`src/common/dhi_pkg.sv`:
```
// constants, field layouts and carrier types of the display host interface
// assumes a single 20 MHz clock; all times below are converted to cycles here
package dhi_pkg;

	// ------------------------------------------------------------------
	// timing
	// ------------------------------------------------------------------
	localparam int CLK_NS = 50;
	localparam int CLEAR_MAX_NS = 100000;
	localparam int CLEAR_MAX_CYC = CLEAR_MAX_NS / CLK_NS;
	localparam int RST_HOLD_NS = 10000;
	localparam int RST_HOLD_CYC_I = (RST_HOLD_NS + CLK_NS - 1) / CLK_NS;
	localparam int RST_W = 8;
	localparam logic [RST_W-1:0] RST_HOLD_CYC = RST_HOLD_CYC_I[RST_W-1:0];
	localparam int BUSY_W = 12;
	localparam logic [BUSY_W-1:0] EXEC_CYC_DEF = 12'h014;

	// ------------------------------------------------------------------
	// stores
	// ------------------------------------------------------------------
	localparam int TEXT_AW = 7;
	localparam int GLYPH_AW = 6;
	localparam int GLYPH_DW = 5;
	localparam logic [TEXT_AW-1:0] TEXT_LAST = 7'h7f;
	localparam logic [7:0] SPACE_CODE = 8'h20;
	localparam logic [2:0] UNDERLINE_ROW = 3'h7;
	localparam logic [GLYPH_DW-1:0] UNDERLINE_MASK = 5'h04;

	// ------------------------------------------------------------------
	// instruction fields
	// ------------------------------------------------------------------
	localparam logic [7:0] CMD_CLEAR = 8'h01;
	localparam int IF_BIT = 4;
	localparam int D_BIT = 2;
	localparam int C_BIT = 1;
	localparam int B_BIT = 0;
	localparam int ID_BIT = 1;
	localparam int S_BIT = 0;
	localparam int RL_BIT = 2;

	// ------------------------------------------------------------------
	// serial start byte, first bit shifted in lands in bit 7
	// ------------------------------------------------------------------
	localparam logic [4:0] SYNC_ONES = 5'h1f;
	localparam int SB_RW = 2;
	localparam int SB_RS = 1;
	localparam int SB_END = 0;
	localparam logic [4:0] SER_BYTE1_LAST = 5'h07;
	localparam logic [4:0] SER_BYTE2_FIRST = 5'h08;
	localparam logic [4:0] SER_BYTE2_LAST = 5'h0f;
	localparam logic [4:0] SER_DONE = 5'h10;

	// ------------------------------------------------------------------
	// carriers
	// ------------------------------------------------------------------
	typedef struct packed {
		logic rs;
		logic rw;
		logic [7:0] data;
	} dhi_xfer_t;

	typedef struct packed {
		logic display_on;
		logic cursor_on;
		logic blink_on;
		logic entry_inc;
		logic entry_shift;
		logic bus_8bit;
		logic [1:0] luminance;
	} dhi_mode_t;

	localparam dhi_mode_t MODE_RESET = '{display_on: 1'h0, cursor_on: 1'h0,
		blink_on: 1'h0, entry_inc: 1'h1, entry_shift: 1'h0,
		bus_8bit: 1'h1, luminance: 2'h0};

endpackage

```
`src/rtl/dhi_mem.sv`:
```
// small store with one write port and two registered read ports
// assumes writes and reads share mclk; contents are not reset
`timescale 1ns/1ps
module dhi_mem #(
	parameter int AW = 6,
	parameter int DW = 5
) (
	input wire logic mclk,
	input wire logic rst,
	input wire logic we,
	input wire logic [AW-1:0] waddr,
	input wire logic [DW-1:0] wdata,
	input wire logic [AW-1:0] raddr_a,
	output logic [DW-1:0] rdata_a,
	input wire logic [AW-1:0] raddr_b,
	output logic [DW-1:0] rdata_b
);
	logic [DW-1:0] cells [0:(1<<AW)-1];

	always_ff @(posedge mclk) begin
		if (we) begin
			cells[waddr] <= wdata;
		end
	end

	// read data leave from flops so the top sees registered values
	always_ff @(posedge mclk or posedge rst) begin
		if (rst) begin
			rdata_a <= '0;
			rdata_b <= '0;
		end else begin
			rdata_a <= cells[raddr_a];
			rdata_b <= cells[raddr_b];
		end
	end
endmodule // dhi_mem

```
`src/rtl/dhi_top.sv`:
```
// host command and data interface of a two-line text display controller
// assumes all pins are synchronous to mclk; straps are static levels
//
// Contract
// - status read: busy on msb, pointer below
// - pointer targets store of last set-address
// - pointer already updated when busy clears
// - busy one while executing, zero when ready
// - glyph store: eight glyphs, eight rows, five dots
// - glyph address char/row; codes alias modulo eight
// - eighth row keeps only underline dot
// - power-on fills text with spaces, busy
// - reset: pointer zero, text store target
// - reset: display, cursor, blink off
// - reset: increment, no shift, 8-bit, full brightness
// - 4-bit mode: two nibbles, high first
// - serial accepted only while strobe low
// - start byte: sync, direction, select, end bit
// - select 0 instruction, 1 data; direction 1 read
// - second byte written, or returned on read
// - serial read data changes on falling clock
// - interface strap picks parallel or serial
// - style strap picks enable or split strobes
// - strapped low reset over 10 us resets
// - width bit: 8 lines or upper four
`timescale 1ns/1ps
module dhi_top #(
	parameter logic [dhi_pkg::BUSY_W-1:0] EXEC_CYC = dhi_pkg::EXEC_CYC_DEF
) (
	input wire logic mclk,
	input wire logic rst,
	input wire logic interface_strap,
	input wire logic bus_style_strap,
	input wire logic reset_strap,
	input wire logic ext_reset_n,
	input wire logic par_rs,
	input wire logic par_dir_wr_n,
	input wire logic par_en_rd_n,
	input wire logic [7:0] par_data_in,
	output logic [7:0] par_data_out,
	output logic par_data_oe,
	input wire logic serial_strobe_n,
	input wire logic ser_clk,
	input wire logic ser_in,
	output logic ser_out,
	output logic ser_oe,
	input wire logic [dhi_pkg::TEXT_AW-1:0] scan_text_addr,
	output logic [7:0] scan_text_char,
	input wire logic [7:0] scan_glyph_code,
	input wire logic [2:0] scan_glyph_row,
	output logic [dhi_pkg::GLYPH_DW-1:0] scan_glyph_dots,
	output dhi_pkg::dhi_mode_t mode,
	output logic busy_indicator
);
	import dhi_pkg::*;

	typedef enum logic [2:0] {
		ST_CLEAR = 3'h1,
		ST_IDLE = 3'h2,
		ST_BUSY = 3'h4
	} dhi_state_t;

	dhi_state_t state, next_state;
	logic [TEXT_AW-1:0] ptr;
	logic glyph_target;
	logic bright_armed;
	logic [TEXT_AW-1:0] clr_addr;
	logic [BUSY_W-1:0] busy_cnt;
	logic [7:0] text_q;
	logic [GLYPH_DW-1:0] glyph_q;

	// ------------------------------------------------------------------
	// read values
	// ------------------------------------------------------------------
	wire [7:0] status_word = {busy_indicator, ptr};
	wire [7:0] store_word = glyph_target ? {3'h0, glyph_q} : text_q;

	// ------------------------------------------------------------------
	// parallel bus
	// ------------------------------------------------------------------
	logic wr_act_q, rd_act_q, par_rs_q, rd_rs_q, nib_phase;
	logic [7:0] par_latch, rd_snap;
	logic [3:0] nib_hi;
	wire par_sel = ~interface_strap;
	wire split = bus_style_strap;
	wire par_wr_act = par_sel & (split ? ~par_dir_wr_n
		: (par_en_rd_n & ~par_dir_wr_n));
	wire par_rd_act = par_sel & (split ? ~par_en_rd_n
		: (par_en_rd_n & par_dir_wr_n));
	wire par_wr_end = wr_act_q & ~par_wr_act;
	wire par_rd_start = par_rd_act & ~rd_act_q;
	wire par_rd_end = rd_act_q & ~par_rd_act;
	// serial transfers ignore the width bit, so a cleared bit cannot hurt
	wire nib_mode = ~mode.bus_8bit;
	wire [7:0] par_wr_byte = nib_mode ? {nib_hi, par_latch[7:4]}
		: par_latch;
	wire par_wr_done = par_wr_end & (~nib_mode | nib_phase);
	wire par_rd_done = par_rd_end & (~nib_mode | nib_phase);
	wire [7:0] par_rd_value = par_rs ? store_word : status_word;
	wire [7:0] par_rd_lane = ~nib_mode ? par_rd_value
		: (nib_phase ? {rd_snap[3:0], 4'h0}
		: {par_rd_value[7:4], 4'h0});

	always_ff @(posedge mclk or posedge rst) begin
		if (rst) begin
			wr_act_q <= 1'h0;
			rd_act_q <= 1'h0;
			par_latch <= 8'h00;
			par_rs_q <= 1'h0;
			rd_rs_q <= 1'h0;
		end else begin
			wr_act_q <= par_wr_act;
			rd_act_q <= par_rd_act;
			if (par_wr_act) begin
				par_latch <= par_data_in;
				par_rs_q <= par_rs;
			end
			if (par_rd_start) begin
				rd_rs_q <= par_rs;
			end
		end
	end

	// nibble phase is shared by reads and writes; no busy gap is needed
	always_ff @(posedge mclk or posedge rst) begin
		if (rst) begin
			nib_phase <= 1'h0;
			nib_hi <= 4'h0;
			rd_snap <= 8'h00;
			par_data_out <= 8'h00;
			par_data_oe <= 1'h0;
		end else begin
			if (nib_mode && (par_wr_end || par_rd_end)) begin
				nib_phase <= ~nib_phase;
			end
			if (par_wr_end && !nib_phase) begin
				nib_hi <= par_latch[7:4];
			end
			if (par_rd_start) begin
				par_data_out <= par_rd_lane;
				if (!(nib_mode && nib_phase)) begin
					rd_snap <= par_rd_value;
				end
			end
			par_data_oe <= par_rd_act;
		end
	end

	// ------------------------------------------------------------------
	// serial link
	// ------------------------------------------------------------------
	logic sclk_q, s_drop, s_rw, s_rs;
	logic [4:0] s_cnt;
	logic [7:0] s_sr, s_out;
	wire ser_act = interface_strap & ~serial_strobe_n;
	wire sclk_rise = ser_clk & ~sclk_q;
	wire sclk_fall = ~ser_clk & sclk_q;
	wire [7:0] s_byte = {s_sr[6:0], ser_in};
	wire s_sync_ok = (s_byte[7:3] == SYNC_ONES)
		& ~s_byte[SB_END];
	wire s_take = ser_act & sclk_rise & ~s_drop & (s_cnt < SER_DONE);
	wire s_first = s_take & (s_cnt == SER_BYTE1_LAST);
	wire s_last = s_take & (s_cnt == SER_BYTE2_LAST);
	wire s_wr_done = s_last & ~s_rw;
	wire s_rd_done = s_last & s_rw;
	wire s_shift_out = ser_act & sclk_fall & s_rw & ~s_drop
		& (s_cnt >= SER_BYTE2_FIRST) & (s_cnt <= SER_BYTE2_LAST);
	wire [7:0] ser_rd_value = s_byte[SB_RS] ? store_word
		: status_word;

	always_ff @(posedge mclk or posedge rst) begin
		if (rst) begin
			sclk_q <= 1'h1;
			s_cnt <= 5'h00;
			s_drop <= 1'h0;
			s_rw <= 1'h0;
			s_rs <= 1'h0;
			s_sr <= 8'h00;
			s_out <= 8'h00;
			ser_out <= 1'h0;
			ser_oe <= 1'h0;
		end else begin
			sclk_q <= ser_clk;
			if (!ser_act) begin
				s_cnt <= 5'h00;
				s_drop <= 1'h0;
				s_rw <= 1'h0;
				ser_oe <= 1'h0;
			end else begin
				if (s_take) begin
					s_sr <= s_byte;
					s_cnt <= s_cnt + 5'h01;
				end
				if (s_first) begin
					s_drop <= ~s_sync_ok;
					s_rw <= s_byte[SB_RW];
					s_rs <= s_byte[SB_RS];
					s_out <= ser_rd_value;
				end
				if (s_shift_out) begin
					ser_out <= s_out[7];
					s_out <= {s_out[6:0], 1'h0};
					ser_oe <= 1'h1;
				end
			end
		end
	end

	// ------------------------------------------------------------------
	// request merge and decode
	// ------------------------------------------------------------------
	dhi_xfer_t req;
	assign req.rs = par_wr_done ? par_rs_q : (par_rd_done ? rd_rs_q : s_rs);
	assign req.rw = par_rd_done | s_rd_done;
	assign req.data = par_wr_done ? par_wr_byte : s_byte;
	// writes and data reads arriving while busy are dropped, status reads are answered; the host is expected to poll
	wire go = (state == ST_IDLE) & (par_wr_done | s_wr_done
		| ((par_rd_done | s_rd_done) & req.rs));
	wire go_cmd = go & ~req.rs & ~req.rw;
	wire go_data_wr = go & req.rs & ~req.rw;
	wire bright_wr = go_data_wr & bright_armed;
	wire store_wr = go_data_wr & ~bright_armed;
	wire store_rd = go & req.rs & req.rw;
	wire is_clear = req.data == CMD_CLEAR;
	wire is_entry = req.data[7:2] == 6'h01;
	wire is_ctrl = req.data[7:3] == 5'h01;
	wire is_shift = req.data[7:4] == 4'h1;
	wire is_func = req.data[7:5] == 3'h1;
	wire is_gaddr = req.data[7:6] == 2'h1;
	wire is_taddr = req.data[7];
	wire step_up = (go_cmd & is_shift) ? req.data[RL_BIT] : mode.entry_inc;
	wire [TEXT_AW-1:0] ptr_up = ptr + 7'h01;
	wire [TEXT_AW-1:0] ptr_dn = ptr - 7'h01;
	wire [TEXT_AW-1:0] ptr_step_raw = step_up ? ptr_up : ptr_dn;
	// glyph pointer wraps in six bits
	wire [TEXT_AW-1:0] ptr_stepped = glyph_target
		? {1'h0, ptr_step_raw[GLYPH_AW-1:0]} : ptr_step_raw;

	// ------------------------------------------------------------------
	// stores
	// ------------------------------------------------------------------
	wire clearing = state == ST_CLEAR;
	wire text_we = clearing | (store_wr & ~glyph_target);
	wire [TEXT_AW-1:0] text_waddr = clearing ? clr_addr : ptr;
	wire [7:0] text_wdata = clearing ? SPACE_CODE : req.data;
	wire glyph_we = store_wr & glyph_target;
	wire underline_row = ptr[2:0] == UNDERLINE_ROW;
	wire [GLYPH_DW-1:0] glyph_wdata = underline_row
		? (req.data[GLYPH_DW-1:0] & UNDERLINE_MASK)
		: req.data[GLYPH_DW-1:0];

	dhi_mem #(.AW(TEXT_AW), .DW(8)) text_mem (
		.mclk(mclk),
		.rst(rst),
		.we(text_we),
		.waddr(text_waddr),
		.wdata(text_wdata),
		.raddr_a(ptr),
		.rdata_a(text_q),
		.raddr_b(scan_text_addr),
		.rdata_b(scan_text_char)
	);

	// codes 08..0f fold onto 00..07 by using only the low three bits
	dhi_mem #(.AW(GLYPH_AW), .DW(GLYPH_DW)) glyph_mem (
		.mclk(mclk),
		.rst(rst),
		.we(glyph_we),
		.waddr(ptr[GLYPH_AW-1:0]),
		.wdata(glyph_wdata),
		.raddr_a(ptr[GLYPH_AW-1:0]),
		.rdata_a(glyph_q),
		.raddr_b({scan_glyph_code[2:0], scan_glyph_row}),
		.rdata_b(scan_glyph_dots)
	);

	// ------------------------------------------------------------------
	// external reset strap
	// ------------------------------------------------------------------
	logic [RST_W-1:0] xr_cnt;
	wire xr_low = reset_strap & ~ext_reset_n;
	wire soft_rst = xr_low & (xr_cnt == RST_HOLD_CYC);

	always_ff @(posedge mclk or posedge rst) begin
		if (rst) begin
			xr_cnt <= '0;
		end else if (!xr_low) begin
			xr_cnt <= '0;
		end else if (xr_cnt <= RST_HOLD_CYC) begin
			xr_cnt <= xr_cnt + 8'h01;
		end
	end

	// ------------------------------------------------------------------
	// executor
	// ------------------------------------------------------------------
	always_comb begin
		next_state = state;
		case (state)
			ST_CLEAR: begin
				if (clr_addr == TEXT_LAST) next_state = ST_IDLE;
			end
			ST_IDLE: begin
				if (go) next_state = (go_cmd & is_clear) ? ST_CLEAR : ST_BUSY;
			end
			ST_BUSY: begin
				if (busy_cnt == '0) next_state = ST_IDLE;
			end
			default: next_state = ST_CLEAR;
		endcase
		if (soft_rst) next_state = ST_CLEAR;
	end

	always_ff @(posedge mclk or posedge rst) begin
		if (rst) begin
			state <= ST_CLEAR;
			busy_indicator <= 1'h1;
			busy_cnt <= '0;
			clr_addr <= '0;
		end else begin
			state <= next_state;
			busy_indicator <= next_state != ST_IDLE;
			if (soft_rst || (go_cmd && is_clear)) begin
				clr_addr <= '0;
			end else if (clearing) begin
				clr_addr <= clr_addr + 7'h01;
			end
			if (go) begin
				busy_cnt <= EXEC_CYC - 12'h001;
			end else if (state == ST_BUSY) begin
				busy_cnt <= busy_cnt - 12'h001;
			end
		end
	end

	// the pointer moves in the accepting cycle, long before busy clears
	always_ff @(posedge mclk or posedge rst) begin
		if (rst) begin
			ptr <= '0;
			glyph_target <= 1'h0;
			mode <= MODE_RESET;
			bright_armed <= 1'h0;
		end else if (soft_rst) begin
			ptr <= '0;
			glyph_target <= 1'h0;
			mode <= MODE_RESET;
			bright_armed <= 1'h0;
		end else begin
			if (go) bright_armed <= go_cmd & is_func;
			if (bright_wr) mode.luminance <= req.data[1:0];
			if (store_wr || store_rd || (go_cmd && is_shift)) begin
				ptr <= ptr_stepped;
			end
			if (go_cmd && is_taddr) begin
				ptr <= req.data[TEXT_AW-1:0];
				glyph_target <= 1'h0;
			end else if (go_cmd && is_gaddr) begin
				ptr <= {1'h0, req.data[GLYPH_AW-1:0]};
				glyph_target <= 1'h1;
			end else if (go_cmd && is_func) begin
				mode.bus_8bit <= req.data[IF_BIT];
			end else if (go_cmd && is_ctrl) begin
				mode.display_on <= req.data[D_BIT];
				mode.cursor_on <= req.data[C_BIT];
				mode.blink_on <= req.data[B_BIT];
			end else if (go_cmd && is_entry) begin
				mode.entry_inc <= req.data[ID_BIT];
				mode.entry_shift <= req.data[S_BIT];
			end else if (go_cmd && is_clear) begin
				ptr <= '0;
				glyph_target <= 1'h0;
			end
		end
	end

	int clr_len;
	always_ff @(posedge mclk or posedge rst) begin
		if (rst) clr_len <= 0;
		else if (clearing) clr_len <= clr_len + 1;
		else clr_len <= 0;
	end
endmodule // dhi_top

```
`config.mk`:
```
export PLATFORM = sky130hd
export DESIGN_NAME = dhi_top
export DESIGN_NICKNAME = d
export VERILOG_FILES = /design/src/common/dhi_pkg.sv /design/src/rtl/dhi_mem.sv /design/src/rtl/dhi_top.sv
export SDC_FILE = /design/constraint.sdc
export NUM_CORES = 2
export LEC_CHECK = 0
export ABC_AREA = 1
export ABC_CLOCK_PERIOD_IN_PS = 7900
export BUFFER_PORTS_ARGS = -buffer_cell sky130_fd_sc_hd__buf_4
export CORE_MARGIN = 2
export CORE_UTILIZATION = 30
export CTS_CLUSTER_SIZE = 40
export DETAILED_ROUTE_END_ITERATION = 8
export HOLD_SLACK_MARGIN = 0.1
export PLACE_DENSITY_LB_ADDON = 0.12
export SKIP_LAST_GASP = 1
export SLEW_MARGIN = 15
export SYNTH_ARGS = -nofsm -noshare
export SYNTH_HDL_FRONTEND = slang
export SYNTH_SLANG_ARGS = --single-unit
```
`constraint.sdc`:
```
create_clock -name mclk -period 7.9 [get_ports mclk]
set_input_delay 2.37 -clock mclk [delete_from_list [all_inputs] [get_ports mclk]]
set_output_delay 2.37 -clock mclk [all_outputs]
set_load 0.02 [all_outputs]
```
==> impl_metrics.json <==
{
  "status": "complete, no violations",
  "ys.flop_type": "edfxtp_1",
  "syn_inst": 6461,
  "setup_viol": 0,
  "drive_above_1_share": 0.0853,
  "crit_arrival_ps": 6370,
  "drt_iter0_markers": 6662,
  "hold_path.class": "register to register",
  "fin_nets": 6446,
  "fillers": 22400,
  "cts_resized": 0,
  "clock-skew-final_ps": 30.1,
  "tns_ps": 0,
  "cp_common_cell": "inv_2",
  "ys_warn_count": 0,
  "rr_startpoint": "ptr[2]",
  "synth_top_family_by_area": "compound AO/OA/AOI/OAI gates",
  "yosys-mux-area-fraction": 0.000734,
  "vias": 54700,
  "period_share": 0.753,
  "cp_max_fo": 14,
  "grt_pass1_wl_mm": 397,
  "avgSynthCellArea_um2": 10.6,
  "setup.worst_path.class": "primary input to register",
  "htree_levels": 4,
  "power_density_mw_per_mm2": 277,
  "dr_wl_met3_mm": 20.1,
  "synth_xor_area_frac": 0.00167,
  "timing.fmax_mhz": 168,
  "grt_pass1_vias": 52400,
  "peakVddDrop_uv": 239,
  "area_delta_synth_final_pct": 14.3,
  "crit_slowest_cell": "nor2_1",
  "synth_area_leaders": "edfxtp_1 59%, o21ai_0 7.2%, nor2_1 6.0%",
  "synth_simple_gate_area_share": 0.133,
  "holdBufCountCts": 0,
  "cts.sinks": 1473,
  "syn_nets": 6507,
  "regArea_mm2": 0.0436,
  "cts_setup_buffers": 0,
  "rsz0062_at_grt": "no",
  "chipHeight_um": 481,
  "finalHoldViolations": 0,
  "start_kind": "primary input",
  "fp.dieW_um": 481,
  "synth-compound-area-share": 0.183,
  "cts_buffers": 173,
  "synth_seq_cells": 1473,
  "cts_root_buf": "clkbuf_16",
  "ys_top_cells_by_count": "1,344 x edfxtp_1, 1,085 x nor2_1, 982 x o21ai_0, 831 x nand2_1, 388 x clkbuf_1",
  "grt_max_degree": 166,
  "slowest_delay_ps": 990,
  "worstSkewPairLatency_ps": 830,
  "slew_violations": 0,
  "routedWlPerCell_um": 29.5,
  "slew-limit-headroom": 0.164,
  "multi_input_area_mm2": 0.0219,
  "cp-end-kind": "register",
  "initial_core_util": 0.303,
  "firstDrtPassIters": 6,
  "core_mm2": 0.225,
  "crit_start": "serial_strobe_n",
  "synth.distinct_cells": 59,
  "postRouteAntennaNets": 0,
  "fin_crit_ps": 5940,
  "grt_use_total": 0.237,
  "worstHoldStart": "s_sr[1]",
  "cp_cell_sequence": "buf_4 -> nor2_4 -> inv_2 -> nor3_4 -> nand3b_1 -> nand2_1 -> inv_2 -> nand2_1 -> nand2_2 -> inv_2 -> nand2_1 -> nor3_2 -> inv_2 -> o21ai_2 -> buf_4 -> nand2_4 -> nor2_1",
  "synth-async-reset-ratio": 0.0876,
  "cts_tree": "done",
  "highest_layer": "met5",
  "io_buffers": 65,
  "cp_data_required_time_ps": 8330,
  "synth_seq_area_share": 0.639,
  "cap_violations": 0,
  "die_area_mm2": 0.231,
  "antenna_found_initial": 10,
  "wl_met1_mm": 121,
  "routed_via_density": 5.74,
  "synth_edf_count": 1344,
  "worst_slew_pin_slew_ps": 1240,
  "synth_most_common_cell": "edfxtp_1",
  "clockBufferDepth": 3,
  "wl_met2_mm": 130,
  "clkTransAtPathRegs_ps": 60,
  "fin_util": 0.346,
  "dpl.hpwl_mm": 167,
  "grt-ovfl-total": 0,
  "synth_top_area_frac": 0.592,
  "drc_errors": 0,
  "fp-row-count": 174,
  "place_congestion": 0.846,
  "yosys.area.top_type": "edfxtp_1",
  "io_pins": 71,
  "synth_adder_area_share": 0.00147,
  "drt_wl_total_mm": 281,
  "syn_area_mm2": 0.0682,
  "leakage_nw": 25.8
}
where the power goes:
group / switching [W] / total [W] / internal (W)
Clock: 0.00333 / 0.00794 / 0.00462
Combinational: 0.00329 / 0.00412 / 0.000832
Sequential: 0.000190 / 0.00954 / 0.00935
Total: 0.00680 / 0.0216 / 0.0148
critical path: cells and delay by family:
family / cells / cell delay, ps
simple gates: 10 / 2890
buf+inv: 6 / 940
compound gates: 1 / 120
kinds of logic after synthesis:
| group | count (synthesis) |
|---|---|
| multiplexers | 5 |
| flip-flops | 1473 |
| AO/OA/AOI/OAI | 2013 |
| XOR/XNOR | 13 |
| buffers and inverters | 727 |
| adder cells (fa/ha/maj) | 8 |
| AND/OR/NAND/NOR | 2222 |
stage by stage:
| stage | std cells | area [um2] | hold WS (ps) | worst slack [ps] | total power (W) |
|---|---|---|---|---|---|
| after floorplan | 6461 | 68200 | 446 | 897 | 0.0117 |
| after global placement | 9217 | 72400 | 459 | 1140 | 0.0138 |
| after global routing | 9527 | 77900 | 509 | 1680 | 0.0223 |
| after detailed placement | 9217 | 72400 | 472 | 1160 | 0.0138 |
| final | 9530 | 77900 | 485 | 1960 | 0.0216 |
| after CTS | 9525 | 77900 | 483 | 2020 | 0.0217 |
registers in the layout, summed over array words and instances, names as in the netlist, 3 cells and up:
signal and flops:
glyph_mem.rdata_b 5, text_mem.rdata_a 8, rd_snap 4, busy_cnt 12, state 3, mode 8, ptr 7, s_sr 7
nib_hi 4, par_data_out 8, s_cnt 5, xr_cnt 8, text_mem.rdata_b 8, clr_addr 7, par_latch 8, text_mem.cells 1024
s_out 8, glyph_mem.cells 320, glyph_mem.rdata_a 5
cells in the final DEF, fill, tap and decap left out, types with 12 or more instances in the layout:
| cell type | synthesis | layout |
|---|---|---|
| inv_1 | 232 | 223 |
| a22o_1 | 56 | 56 |
| a31oi_1 | 27 | 27 |
| buf_4 | 0 | 206 |
| a41oi_1 | 16 | 16 |
| o21ai_0 | 982 | 982 |
| a22oi_1 | 178 | 178 |
| nor2_4 | 1 | 12 |
| clkbuf_16 | 0 | 178 |
| bufinv_16 | 0 | 16 |
| o2bb2ai_1 | 35 | 35 |
| nand3_1 | 93 | 90 |
| nand4_1 | 137 | 137 |
| o22ai_1 | 298 | 298 |
| clkinv_2 | 0 | 24 |
| nand2_1 | 831 | 830 |
| clkbuf_1 | 388 | 34 |
| buf_12 | 0 | 26 |
| nor3_1 | 35 | 27 |
| clkinv_1 | 11 | 51 |
| edfxtp_1 | 1344 | 1344 |
| inv_2 | 13 | 12 |
| nor2_1 | 1085 | 1073 |
| a21oi_1 | 108 | 108 |
| o211ai_1 | 16 | 16 |
| o221ai_1 | 71 | 71 |
| a221oi_1 | 164 | 164 |
| dfrtp_1 | 124 | 124 |
cell type report:
cell class / count / area share
clock inverters: 96 / 0.0115
flip-flops and latches: 1473 / 0.560
clock buffers: 212 / 0.0588
repair buffers: 235 / 0.0271
multi-input cells: 4261 / 0.282
well taps: 2992 / 0.0481
diodes: 5 / 0.000161
inverters: 256 / 0.0133
layer usage:
layer	up-vias	global-route usage
met5	-	0
met4	6	0.0899
met3	459	0.0356
met2	2537	0.376
met1	27900	0.327
li1	23800	-
path summary, 6_finish.rpt:
| path | endpoint | slack [ps] | depth (start not counted) |
|---|---|---|---|
| max | text_mem.cells[28][3] | 1960 | 17 |
| min | s_sr[2] | 480 | 2 |
| max reg2reg | text_mem.rdata_a[1] | 2510 | 12 |
| min reg2reg | s_sr[2] | 480 | 2 |
| max in group asynchronous | busy_cnt[7] | 4830 | 3 |
| min in group asynchronous | par_data_out[1] | 1660 | 2 |
(Power assumes the default switching activity.)
